**src/flash_range_pkg.sv**
```systemverilog
// constants for the flash self-programming range and protect block
package flash_range_pkg;
	localparam logic [15:0] BLOCK_NUMBER_COMPARE_ADDR = 16'hFFA6;
	localparam logic [15:0] END_ADDRESS_COMPARE_ADDR  = 16'hFFA7;
	localparam logic [15:0] PROGRAM_DATA_BUFFER_ADDR  = 16'hFFA8;
	localparam logic [15:0] PROTECT_BYTE_ADDR         = 16'h0081;
	localparam logic [15:0] FLASH_STATUS_ADDR         = 16'hFFA1;
	localparam logic [2:0]  STATUS_PROT_BIT           = 3'h2;
	localparam logic [2:0]  STATUS_VFY_BIT            = 3'h1;
	localparam logic [7:0]  COMPARE_RESET             = 8'h00;
	localparam logic [7:0]  BUFFER_RESET              = 8'h00;
	localparam logic [7:0]  PROTECT_FIXED_MASK        = 8'h83;
	localparam int          SELECT_LSB                = 2;
	localparam int          SELECT_MSB                = 6;
	localparam logic [2:0]  CMD_VERIFY                = 3'h1;
	localparam logic [2:0]  CMD_ERASE                 = 3'h3;
	localparam logic [2:0]  CMD_BLANK                 = 3'h4;
	localparam logic [2:0]  CMD_WRITE                 = 3'h5;
	localparam logic [4:0]  SELECT_NONE               = 5'h1F;
	localparam int          BLOCK_BITS                = 4;

	typedef enum logic [2:0] {
		ST_IDLE,
		ST_CHECK,
		ST_PULSE,
		ST_WAIT,
		ST_STEP,
		ST_DONE
	} seq_state_t;
endpackage

```
**src/flash_selfprog_range_protect.sv**
```systemverilog
// range compare, program data buffer and protect check for self-programming
// ============================================================
// Summary of operation
// - for verify and blank check, the sequencer stops its address walk at the compare register pair.
// - both compare registers reset to zero; bit or byte writes accepted.
// - eight-bit program data buffer, byte writes only, resets to zero.
// - protect byte at 0081 applies only in self-programming mode.
// - erase or write to a protected block does nothing.
// - protect byte bits 7,1,0 are ones; bits 6..2 form the select code.
// - four-block parts: 01110 protects 3-0, 01111 1-0, 11111 none.
// - eight-block parts: 01100..01111 protect 7-0, 5-0, 3-0, 1-0.
// - sixteen-block parts: 01000..01111 protect 15-0 down to 1-0.
// - command on a shielded block sets the protect error flag.
// - for verify and blank check, pointers count upward until equal to the compare registers or a check fails.
// - a failed verification sets the verify fail flag.
`timescale 1ns/100ps
module flash_selfprog_range_protect
	import flash_range_pkg::*;
#(
	parameter int NUM_BLOCKS = 16
)
(
	input  wire logic        clk_i,
	input  wire logic        reset_n_i,
	input  wire logic [15:0] bus_addr_i,
	input  wire logic        bus_wr_i,
	input  wire logic        bus_bit_i,
	input  wire logic [2:0]  bus_bit_sel_i,
	input  wire logic [7:0]  bus_wdata_i,
	output logic [7:0]       bus_rdata_o,
	input  wire logic        selfprog_mode_i,
	input  wire logic [7:0]  protect_byte_i,
	input  wire logic [2:0]  flash_command_reg_i,
	input  wire logic        start_i,
	input  wire logic [7:0]  block_number_pointer_i,
	input  wire logic [7:0]  low_address_pointer_i,
	output logic             pointer_inc_o,
	output logic             pointer_low_inc_o,
	output logic             flash_pulse_o,
	output logic [2:0]       flash_op_o,
	output logic [7:0]       program_data_o,
	input  wire logic        flash_ready_i,
	input  wire logic        flash_verify_ok_i,
	output logic             erase_write_protect_error_o,
	output logic             verify_fail_flag_o,
	output logic             busy_o,
	output logic             done_o
);
	import flash_range_pkg::*;

	typedef struct packed {
		logic [7:0] block_number_compare;
		logic [7:0] end_address_compare;
		logic [7:0] program_data_buffer;
		seq_state_t state;
		logic [2:0] op;
		logic       pulse;
		logic       inc;
		logic       low_inc;
		logic       prot_err;
		logic       vfy_err;
		logic       done;
		logic [7:0] rdata;
	} state_t;

	state_t     s_q;
	state_t     s_d;
	logic [4:0] select_code;
	logic       blk_protected;
	logic       code_prohibited;
	logic       at_end;
	logic       is_erase_write;
	logic       prot_set;
	logic       vfy_set;

	assign select_code = protect_byte_i[SELECT_MSB:SELECT_LSB];

	protect_decode #(
		.NUM_BLOCKS (NUM_BLOCKS)
	) u_decode (
		.select_i     (select_code),
		.block_i      (block_number_pointer_i[BLOCK_BITS-1:0]),
		.protected_o  (blk_protected),
		.prohibited_o (code_prohibited)
	);

	assign at_end = (block_number_pointer_i == s_q.block_number_compare)
		&& (low_address_pointer_i == s_q.end_address_compare);
	assign is_erase_write = (s_q.op == CMD_ERASE) || (s_q.op == CMD_WRITE);

	always_comb
	begin
		s_d         = s_q;
		s_d.pulse   = 1'b0;
		s_d.inc     = 1'b0;
		s_d.low_inc = 1'b0;
		s_d.done    = 1'b0;
		prot_set    = 1'b0;
		vfy_set     = 1'b0;
		// ============================================================
		// register writes
		if (bus_wr_i)
		begin
			if (bus_addr_i == BLOCK_NUMBER_COMPARE_ADDR)
			begin
				if (bus_bit_i)
					s_d.block_number_compare[bus_bit_sel_i] =
						bus_wdata_i[0];
				else
					s_d.block_number_compare = bus_wdata_i;
			end
			else if (bus_addr_i == END_ADDRESS_COMPARE_ADDR)
			begin
				if (bus_bit_i)
					s_d.end_address_compare[bus_bit_sel_i] =
						bus_wdata_i[0];
				else
					s_d.end_address_compare = bus_wdata_i;
			end
			else if (bus_addr_i == PROGRAM_DATA_BUFFER_ADDR && !bus_bit_i)
			begin
				s_d.program_data_buffer = bus_wdata_i;
			end
		end
		// ============================================================
		// register reads
		if (bus_addr_i == BLOCK_NUMBER_COMPARE_ADDR)
			s_d.rdata = s_q.block_number_compare;
		else if (bus_addr_i == END_ADDRESS_COMPARE_ADDR)
			s_d.rdata = s_q.end_address_compare;
		else if (bus_addr_i == PROGRAM_DATA_BUFFER_ADDR)
			s_d.rdata = s_q.program_data_buffer;
		else
			s_d.rdata = 8'h00;
		// ============================================================
		// sequencer
		case (s_q.state)
			ST_IDLE:
			begin
				if (start_i && selfprog_mode_i)
				begin
					s_d.op    = flash_command_reg_i;
					s_d.state = ST_CHECK;
				end
			end
			ST_CHECK:
			begin
				// protection only counts in self-programming mode
				if (selfprog_mode_i && (blk_protected || code_prohibited))
				begin
					prot_set  = 1'b1;
					s_d.state = ST_DONE;
				end
				else if (s_q.op == CMD_VERIFY || s_q.op == CMD_ERASE
					|| s_q.op == CMD_BLANK || s_q.op == CMD_WRITE)
				begin
					s_d.pulse = 1'b1;
					s_d.state = ST_WAIT;
				end
				else
				begin
					s_d.state = ST_DONE;
				end
			end
			ST_WAIT:
			begin
				if (flash_ready_i)
				begin
					if (!flash_verify_ok_i)
					begin
						vfy_set   = 1'b1;
						s_d.state = ST_DONE;
					end
					else if (at_end || is_erase_write)
						s_d.state = ST_DONE;
					else
						s_d.state = ST_STEP;
				end
			end
			ST_STEP:
			begin
				if (low_address_pointer_i == 8'hFF)
					s_d.inc = 1'b1;
				s_d.low_inc = 1'b1;
				s_d.state   = ST_PULSE;
			end
			ST_PULSE:
			begin
				s_d.pulse = 1'b1;
				s_d.state = ST_WAIT;
			end
			ST_DONE:
			begin
				s_d.done  = 1'b1;
				s_d.state = ST_IDLE;
			end
			default:
			begin
				s_d.state = ST_IDLE;
			end
		endcase
		// ============================================================
		// status flags: cleared by writing zero, hardware set wins
		if (bus_wr_i && bus_addr_i == FLASH_STATUS_ADDR)
		begin
			if (bus_bit_i)
			begin
				if (bus_bit_sel_i == STATUS_PROT_BIT && !bus_wdata_i[0])
					s_d.prot_err = 1'b0;
				if (bus_bit_sel_i == STATUS_VFY_BIT && !bus_wdata_i[0])
					s_d.vfy_err = 1'b0;
			end
			else
			begin
				if (!bus_wdata_i[STATUS_PROT_BIT])
					s_d.prot_err = 1'b0;
				if (!bus_wdata_i[STATUS_VFY_BIT])
					s_d.vfy_err = 1'b0;
			end
		end
		if (prot_set)
			s_d.prot_err = 1'b1;
		if (vfy_set)
			s_d.vfy_err = 1'b1;
	end

	always_ff @(posedge clk_i or negedge reset_n_i)
	begin
		if (!reset_n_i)
		begin
			s_q.block_number_compare <= COMPARE_RESET;
			s_q.end_address_compare  <= COMPARE_RESET;
			s_q.program_data_buffer  <= BUFFER_RESET;
			s_q.state                <= ST_IDLE;
			s_q.op                   <= 3'h0;
			s_q.pulse                <= 1'b0;
			s_q.inc                  <= 1'b0;
			s_q.low_inc              <= 1'b0;
			s_q.prot_err             <= 1'b0;
			s_q.vfy_err              <= 1'b0;
			s_q.done                 <= 1'b0;
			s_q.rdata                <= 8'h00;
		end
		else
		begin
			s_q <= s_d;
		end
	end

	assign bus_rdata_o                 = s_q.rdata;
	assign pointer_inc_o               = s_q.inc;
	assign pointer_low_inc_o           = s_q.low_inc;
	assign flash_pulse_o               = s_q.pulse;
	assign flash_op_o                  = s_q.op;
	assign program_data_o              = s_q.program_data_buffer;
	assign erase_write_protect_error_o = s_q.prot_err;
	assign verify_fail_flag_o          = s_q.vfy_err;
	assign busy_o                      = (s_q.state != ST_IDLE);
	assign done_o                      = s_q.done;
endmodule

```
**src/protect_decode.sv**
```systemverilog
// decodes the protect select code into a protected block limit
`timescale 1ns/100ps
module protect_decode
	import flash_range_pkg::*;
#(
	parameter int NUM_BLOCKS = 16
)
(
	input  wire logic [4:0]            select_i,
	input  wire logic [BLOCK_BITS-1:0] block_i,
	output logic                       protected_o,
	output logic                       prohibited_o
);
	logic [4:0] top_block;
	logic       valid;

	always_comb
	begin
		top_block = 5'h00;
		valid     = 1'b0;
		if (select_i == SELECT_NONE)
		begin
			valid = 1'b1;
		end
		else if (select_i[4:3] == 2'b01)
		begin
			// code 01xyz protects blocks up to 2*(7-xyz)+1
			top_block = 5'(({2'b00, ~select_i[2:0]} << 1) + 5'h01);
			valid     = (top_block < 5'(NUM_BLOCKS));
		end
	end

	assign prohibited_o = !valid;
	assign protected_o  = valid && (select_i != SELECT_NONE)
		&& ({1'b0, block_i} <= top_block);
endmodule

```
**config.mk**
```make
export PLATFORM = sky130hd
export DESIGN_NAME = flash_selfprog_range_protect
export DESIGN_NICKNAME = d
export VERILOG_FILES = /design/src/flash_range_pkg.sv /design/src/flash_selfprog_range_protect.sv /design/src/protect_decode.sv
export SDC_FILE = /design/constraint.sdc
export NUM_CORES = 1
export LEC_CHECK = 0
export ABC_AREA = 1
export BUFFER_PORTS_ARGS = -buffer_cell sky130_fd_sc_hd__buf_2
export CORE_MARGIN = 4
export CORE_UTILIZATION = 47
export CTS_BUF_LIST = sky130_fd_sc_hd__clkbuf_8 sky130_fd_sc_hd__clkbuf_16
export CTS_CLUSTER_DIAMETER = 60
export DETAILED_ROUTE_END_ITERATION = 10
export GPL_ROUTABILITY_DRIVEN = 0
export GPL_TIMING_DRIVEN = 0
export PLACE_DENSITY = 0.77
export SKIP_CTS_REPAIR_TIMING = 1
export SYNTH_ARGS = -nofsm -noshare
export SYNTH_HDL_FRONTEND = slang
export SYNTH_SLANG_ARGS = --single-unit
```
**constraint.sdc**
```tcl
create_clock -name clk_i -period 1.65 [get_ports clk_i]
set_clock_uncertainty 0.15 [all_clocks]
set_input_delay 0.0825 -clock clk_i [delete_from_list [all_inputs] [get_ports clk_i]]
set_output_delay 0.0825 -clock clk_i [all_outputs]
set_load 0.1 [all_outputs]
```
After elaboration in Yosys (flattened, before gate mapping)

Cells that the tools add are included.

Bits in registers: 44
Input bits: 62
Output and inout bits: 26
Word-level logic and storage cells: 116

Add/sub/neg operators: 1
Magnitude comparators: 4
Equality and inequality tests: 27
Muxes and demuxes: 39
Bitwise gates (word level): 3
Reductions and logical operators: 30

Operators by type and width:

| cell                   | count |
|---|---|
| $eq A16 B16 Y1 const B | 4 |
| $mux W8                | 5 |
| $mux W1                | 20 |
| $bwmux W8              | 2 |
| $eq A8 B8 Y1           | 2 |
| $pmux W3 S5            | 1 |
| $eq A3 B2 Y1 const B   | 4 |
| $eq A3 B3 Y1 const B   | 4 |
| $logic_and A1 B1 Y1    | 10 |
| $mux W5                | 2 |
| $eq A3 B1 Y1 const B   | 3 |
| $mux W3                | 3 |
| $reduce_and A3 Y1      | 3 |
| $eq A8 B8 Y1 const B   | 1 |
| $logic_or A1 B1 Y1     | 6 |
| $mux W2                | 3 |
| $mux W6                | 1 |
| $ne A3 B1 Y1 const B   | 2 |
| $ne A3 B2 Y1 const B   | 2 |
| $reduce_and A2 Y1      | 3 |
| $add A4 B1 Y5 const B  | 1 |
| $eq A5 B5 Y1 const B   | 1 |
| $le A4 B5 Y1           | 1 |
| $lt A5 B5 Y1 const B   | 1 |
| 14 further kinds       | 19 |

Depth between registers and ports, before layout

Gate-level depths: netlist (run 1).

Depth after elaboration: 13
Depth in mapped cells: 13
Depth with buffers taken out: 13

Modules after synthesis

A second synthesis (run 1) with hierarchy kept.

Cells, all modules: 425
Area, all modules: 2989.1 um2

By module, submodules not included:

| module                       | times used | cells each | area each (um2) | seq. area each (um2) |
|---|---|---|---|---|
| flash_selfprog_range_protect | 1          | 403        | 2844.0          | 1101.1 |
| protect_decode               | 1          | 22         | 145.1           | 0.0 |

Worst setup path after synthesis (run 1)

No wires, ideal clock.

Path kind: register to register
Start: reg s_q[18] in the netlist's numbering
End: reg s_q[17] in the netlist's numbering
Setup time: 65 ps
Arrival: 1800 ps
Data required time: 1435 ps
Slack: -365 ps
Cell stages (with the launch flop): 8
Path buffers: 0
Period minus slack after synthesis: 2015 ps
Cell sequence: dfrtp_1 nor2_1 nand2_1 nor2_1 nor3b_1 nand2_1 nand2_1 nand2_1

Word-level cells in the longest chain between the ends: 3
Elaborated cells on any way between the ends: 9
Those cells by class: eq/ne: 6; mux: 1; reduce/logical: 2

RTL lines:

| item                                                    | line                                | RTL |
|---|---|---|
| from (decl)                                             | flash_selfprog_range_protect.sv:66  | `state_t s_q;` |
| $eq A3 B2 Y1 / $logic_not A3 Y1 (equally long branches) | flash_selfprog_range_protect.sv:137 | `case (s_q.state)` |
| $ne A2 B2 Y1 (no source line)                           | n/a                                 |  |
| $reduce_and A2 Y1 (no source line)                      | n/a                                 |  |

Several ways; a longest one is shown, not always the timed one.
A chain may end at the register's enable or synchronous reset.

Worst setup path after layout (run 1)

Start: reg s_q[18] in the netlist's numbering
End: out busy_o

Word-level cells in the longest chain between the ends: 1

RTL lines:

| item               | line                                | RTL |
|---|---|---|
| $reduce_bool A3 Y1 | flash_selfprog_range_protect.sv:258 | `assign busy_o = (s_q.state != ST_IDLE);` |
| to (decl)          | flash_selfprog_range_protect.sv:46  | `output logic busy_o,` |

No other way between the ends.

==> key figures, run 1 <==
Layout
  – Final Util: 63.4%
  – Final non-filler cell total: 617
  – Fill cells: 551
  – # diodes: 0
  – Area Growth Syn to Fin: 29.0%
  – Nets@finish: 607
  – Ratio of cells with drive above 1 in the final layout: between 20% and 30%

Floorplanning
  – CORE AREA: roughly 6000 µm²
  – DIE AREA: 7640 µm²
  – # rows: 28
  – Die X-Extent: 87.4 µm
  – Initial Utilization: 49.1%
  – Die height: about 87 µm
  – Top Ports: 88

Global route
  – Gr ovfl total: 0
  – First-pass GRT wire length: 13,500 µm
  – Total global-route track usage: 22.3%
  – Largest net degree at the start of global routing: 45
  – Initial antenna violation count: 0
  – Vias in the first global route: around 3,000

Clock tree
  – Longest Clk Path Bufs: 2
  – CTS buffer count: 5
  – Root Buffer: clkbuf_8
  – Clk pin slew, worst setup/hold paths: approximately 0.080 ns
  – Clock Latency Late Sink: 0.29 ns
  – TritonCTS clock tree: built
  – H-tree Lvls: 2
  – Clock sink count: 44

STA
  – Fin worst setup slack: 0.0252 ns
  – Relative slew margins: roughly 33%
  – Final Hold Vio Count: 0
  – # setup viols final: 0
  – Worst-Margin Slew: 1.01 ns
  – Unrepaired setup endpoints after global routing: yes
  – Max Fclk: 615 MHz
  – Fin. max-slew vios: 0
  – Final period utilization: 98.5%
  – Post-route minimum period: 1.62 ns

Placed design
  – # port buffers: 84
  – Placed cells: 589
  – Setup slack after placement: -0.244 ns
  – Post-DP HPWL: about 6400 µm

Detailed routing
  – DR WL/cell: around 14 µm
  – Vias/cell: between 5 and 6
  – Vias: about 3,200
  – Final wirelength: 8330 µm
  – Residual DRC: 0
  – Initial DRC count: 272
  – DRT Pass-1 Iters: 7
  – Routed Antenna Nets: 0

Synth
  – Post-synthesis register bit count: 44
  – Synth unique cells: 32
  – Synth area leaders: dfrtp_1 (37%), nand2_1 (16%), inv_1 (7.9%)
  – Seq/Total Area, Yosys: 37.2%
  – Prevailing post-synth register cell: dfrtp_1
  – Async SR Flop Fraction: 100%
  – Yosys top cell area share: 37.2%
  – Cell count after synthesis: 430
  – Post-synth EDFFs: 0
  – Biggest area consumer among synthesized cells: dfrtp_1
  – Synth Area per Inst: 6.89 µm²
  – Netlist Area Pre-Place: around 3000 µm²
  – Yosys warning count: 0
  – Mapped Nets: 496

Worst setup path
  – Critical path capture point type: output port
  – Crit-path slowest cell: dfrtp_1
  – Crit start category: flop
  – Critical Path RT: ~1.4 ns
  – Critical path class: reg -> out
  – Critical Path, Cell by Cell: nor2_1 > nand2_4 > clkbuf_4
  – CP arrival: 1.39 ns
  – Critical path's largest stage delay: 0.45 ns
  – Largest fanout on the critical path: 4

Power
  – Lkg Pwr: 2.20 nW
  – VDD IR max: roughly 850 µV
  – Pwr Density: 957 nW/µm²

Worst hold path
  – Worst hold path type: in -> reg

Status
  – Status: finished clean

Flow run
  – Maxcap violations: 0
## cells by family (layout without fill, tap and decap cells)
logic type,after synthesis,in the layout,synth area share [%]
adders and majority gates,4,4,1.69
DFF,44,44,37.2
buffers and inverters,97,209,15.3
AOI/OAI and AO/OA,43,43,8.91
and+or+nand+nor,242,242,36.9
## registers in the layout, indices dropped and copies added, names as in the netlist
signal and cells:
bus_rdata_o 8, done_o 1, erase_write_protect_error_o 1, flash_op_o 3
flash_pulse_o 1, pointer_inc_o 1, pointer_low_inc_o 1, program_data_o 8
s_q 19, verify_fail_flag_o 1
## final cells by class
class                      count  area [µm²]  area share, %
multi-input combinational    289        1440           37.7
sequential                    44        1100           28.8
timing repair buffer         104         623           16.3
inverter                      72         270           7.08
buffer                        25         183           4.78
tap                           75        93.8           2.46
clock buffer                   5        68.8           1.80
clock inverter                 3        38.8           1.02
## worst max-delay path: cells and delay by family, from the launching register on
| family | cells | cell delay, ns |
|---|---|---|
| flip-flops | 1 | 0.45 |
| AND/OR/NAND/NOR | 2 | 0.35 |
| buffers and inverters | 1 | 0.29 |
## placed cells by master (no fill, tap or decap), types with 4 or more instances in the layout
cell,count
buf_2,85
dlygate4sd3_1,20
nor2_1,40
clkbuf_8,5
o31ai_1,5
a21oi_1,8
buf_4,21
nand2_1,127
inv_1,63
o21ai_1,15
nand2_2,4
dfrtp_1,44
nand4_1,18
inv_2,10
nor2_2,4
o21ai_2,9
nand3_1,34
ha_1,4
## power by group
| group | internal (mW) | leakage (nW) | total, mW | switching, mW |
|---|---|---|---|---|
| Combinational | 0.385 | 1.58 | 1.56 | 1.18 |
| Sequential | 1.19 | 0.564 | 1.28 | 0.0952 |
| Clock | 0.444 | 0.0593 | 0.813 | 0.370 |
## layer usage
metal | wire (µm) | vias to the layer above | global-route usage (%)
li1 | - | 1568 | -
met2 | 4210 | 122 | 38.1
met3 | 496 | 24 | 4.16
met4 | 227 | 0 | 8.23
met1 | 3400 | 1450 | 27.9
met5 | 0 | - | 0
## per-stage QoR
stage	hold WS, ns	area, µm²	setup TNS, ns	total power, mW
6_report	0.0199	3820	0	3.66
2_1_floorplan	-0.363	2970	0	2.43
3_5_place_dp	0.145	3480	-2.00	2.75
5_1_grt	0.0574	3820	-0.0654	3.86
3_3_place_gp	0.138	3480	-0.814	2.72
4_1_cts	-0.165	3590	-0.0331	3.56
## worst paths after layout
check / from / endpoint / slack [ns] / cells after the start
setup / recovery: s_q[18] / busy_o / 0.03 / 3
hold / removal: selfprog_mode_i / erase_write_protect_error_o / 0.02 / 4
setup reg to reg: s_q[19] / s_q[17] / 0.06 / 9
hold reg to reg: erase_write_protect_error_o / erase_write_protect_error_o / 0.37 / 2
max in group asynchronous: reset_n_i / s_q[17] / 0.39 / 2
min in group asynchronous: reset_n_i / program_data_o[7] / 0.34 / 2
## cell usage after synthesis (2+ instances only)
cell,number
o21ai_0,3
nand2_1,129
nand3_1,34
nor3_2,2
inv_1,62
inv_2,10
a21oi_1,8
buf_2,2
o31ai_1,5
nor2_2,2
o21ai_1,16
nand2_2,3
nand4_1,18
ha_1,4
buf_4,21
o21ai_2,8
dfrtp_1,44
nor3_1,2
nor2_1,44
No activity file was read; power rests on OpenSTA's default activity.
==> run 2, diff against run 1 <==
--- a/config.mk
+++ b/config.mk
@@ -7,7 +7,7 @@
 export LEC_CHECK = 0
 export ABC_AREA = 1
 export BUFFER_PORTS_ARGS = -buffer_cell sky130_fd_sc_hd__buf_2
-export CORE_MARGIN = 4
+export CORE_MARGIN = 5
 export CORE_UTILIZATION = 47
 export CTS_BUF_LIST = sky130_fd_sc_hd__clkbuf_8 sky130_fd_sc_hd__clkbuf_16
 export CTS_CLUSTER_DIAMETER = 60
==> key figures, run 2 (synthesis results as in run 1) <==
Layout
  – Most common cell after layout, fill and taps aside: nand2_1
  – Nets@finish: 607 (unchanged)
  – Area taken by multi-input logic gates: 1430 µm² (-0.52%)
  – Max reg flops: 19 (unchanged)
  – Fill cells: 566 (+2.7%)
  – # diodes: 0 (unchanged)
  – Ratio of cells with drive above 1 in the final layout: 27.7% (-0.32 points)
  – Largest register by flop count: s_q
  – Commonest non-fill, non-tap cells in the layout: nand2_1 (128), buf_2 (86), inv_1 (63)
  – Reg area: 1100 µm² (unchanged)
  – Area Growth Syn to Fin: 27.7%

Detailed routing
  – M1 wire length: 3260 µm (-4.1%)
  – WL met2: 4180 µm (-0.85%)
  – Top routing layer in use: met4
  – Residual DRC: 0 (unchanged)
  – DR WL/cell: 13.2 µm (-2.5%)
  – Initial DRC count: 272 (unchanged)
  – Vias/cell: 5.08 (-0.86%)
  – Routed Antenna Nets: 0 (unchanged)
  – Final wirelength: 8140 µm (-2.3%)
  – Met3 WL: 503 µm (+1.4%)
  – Vias: 3,142 (-0.70%)
  – DRT Pass-1 Iters: 5 (-2)

Worst setup path
  – Critical path capture point type: flop
  – CP arrival: 1.62 ns (+0.23 ns)
  – Critical path class: reg -> reg
  – Largest fanout on the critical path: 4 (unchanged)
  – Crit start category: flop
  – Critical Path RT: 1.68 ns (+0.26 ns)
  – R2R depth: 9 (unchanged)

STA
  – Sum Neg Setup Slack: 0 ns (unchanged)
  – # setup viols final: 0 (unchanged)
  – Fin. max-slew vios: 0 (unchanged)
  – Final period utilization: 96.1% (-2.4 points)
  – Fin worst setup slack: 0.0649 ns (+0.0397 ns)
  – Post-route minimum period: 1.59 ns (-0.0397 ns)
  – Worst-Margin Slew: 1.00 ns (-0.00307 ns)
  – Final Hold Vio Count: 0 (unchanged)
  – Unrepaired setup endpoints after global routing: yes
  – Relative slew margins: 33.1% (+0.20 points)
  – Max Fclk: 631 MHz (+2.5%)

Floorplanning
  – Top Ports: 88 (unchanged)
  – Initial Utilization: 47.5% (-1.7 points)
  – Die X-Extent: 89.4 µm (+2.3%)
  – DIE AREA: 7990 µm² (+4.6%)
  – # rows: 29 (+3.6%)
  – Die height: 89.4 µm (+2.3%)
  – CORE AREA: 6240 µm² (+3.6%)

Power
  – VDD IR max: 831 µV (-1.7%)
  – Pwr Density: 912 nW/µm² (-4.7%)
  – Lkg Pwr: 2.19 nW (-0.78%)

Worst hold path
  – Hold path depth: 4 (unchanged)
  – Worst hold path type: in -> reg

Clock tree
  – TritonCTS clock tree: built
  – CTS buffer count: 5 (unchanged)
  – Root Buffer: clkbuf_8
  – Clock Latency Late Sink: 0.30 ns (about the same)
  – Clock sink count: 44 (unchanged)
  – Longest Clk Path Bufs: 2 (unchanged)
  – Clk pin slew, worst setup/hold paths: 0.09 ns (about the same)
  – H-tree Lvls: 2 (unchanged)

Global route
  – Vias in the first global route: 2,968 (-1.6%)
  – Largest net degree at the start of global routing: 45 (unchanged)
  – Total global-route track usage: 21.2% (-1.1 points)
  – First-pass GRT wire length: 13,100 µm (-2.7%)
  – Initial antenna violation count: 0 (unchanged)
  – Gr ovfl total: 0 (unchanged)

Placed design
  – Post-DP HPWL: 6300 µm (-0.88%)
  – Setup slack after placement: -0.198 ns (+0.0467 ns)
  – # port buffers: 84 (unchanged)

Flow run
  – Maxcap violations: 0 (unchanged)

Status
  – Status: finished clean
-- run 2: critical path: stages, from the launching register on --
cell and delay (ns):
dfrtp_1 0.44, nor2_2 0.16, inv_2 0.07, nor2_4 0.11
inv_2 0.04, or2_1 0.25, o21ai_2 0.08, inv_1 0.06
nand2_1 0.06, nand2_1 0.05
-- run 2: stage by stage --
step / utilization, % / instance area [µm²] / hold slack [ns] / std cells / total power, mW
after floorplan: - / 2970 / -0.363 / 430 / 2.43
after global placement: 55.9 / 3490 / 0.144 / 591 / 2.72
after detailed placement: 55.9 / 3490 / 0.148 / 591 / 2.75
after CTS: 57.1 / 3560 / -0.168 / 598 / 3.39
after global routing: 60.6 / 3780 / 0.0399 / 618 / 3.65
final: 60.6 / 3780 / 0.0292 / 618 / 3.45
-- run 2: cell type report --
type,count,share of cell area [%]
multi-input combinational,289,37.9
sequential,44,29.1
timing repair buffer,104,16.4
inverter,72,7.15
buffer,25,4.83
tap,77,2.55
clock buffer,5,1.82
clock inverter,2,0.232
-- run 2: final timing paths --
path | from | end | slack, ns
worst max-delay path | s_q[19] | s_q[17] | 0.06
worst min-delay path | selfprog_mode_i | erase_write_protect_error_o | 0.03
worst max register to register | s_q[19] | s_q[17] | 0.06
worst min register to register | erase_write_protect_error_o | erase_write_protect_error_o | 0.34
max in group asynchronous | reset_n_i | bus_rdata_o[7] | 0.39
min in group asynchronous | reset_n_i | s_q[34] | 0.34
-- run 2: where the power goes --
group | total (mW) | internal (mW) | switching [mW]
logic | 1.53 | 0.377 | 1.15
clock network | 0.644 | 0.282 | 0.361
registers | 1.28 | 1.19 | 0.0901
total | 3.45 | 1.85 | 1.60
-- run 2: layer usage --
layer,GRT usage (%),up-vias
met5,0,-
met4,7.58,0
met3,4.42,17
met2,36.2,106
met1,26.5,1453
li1,-,1566
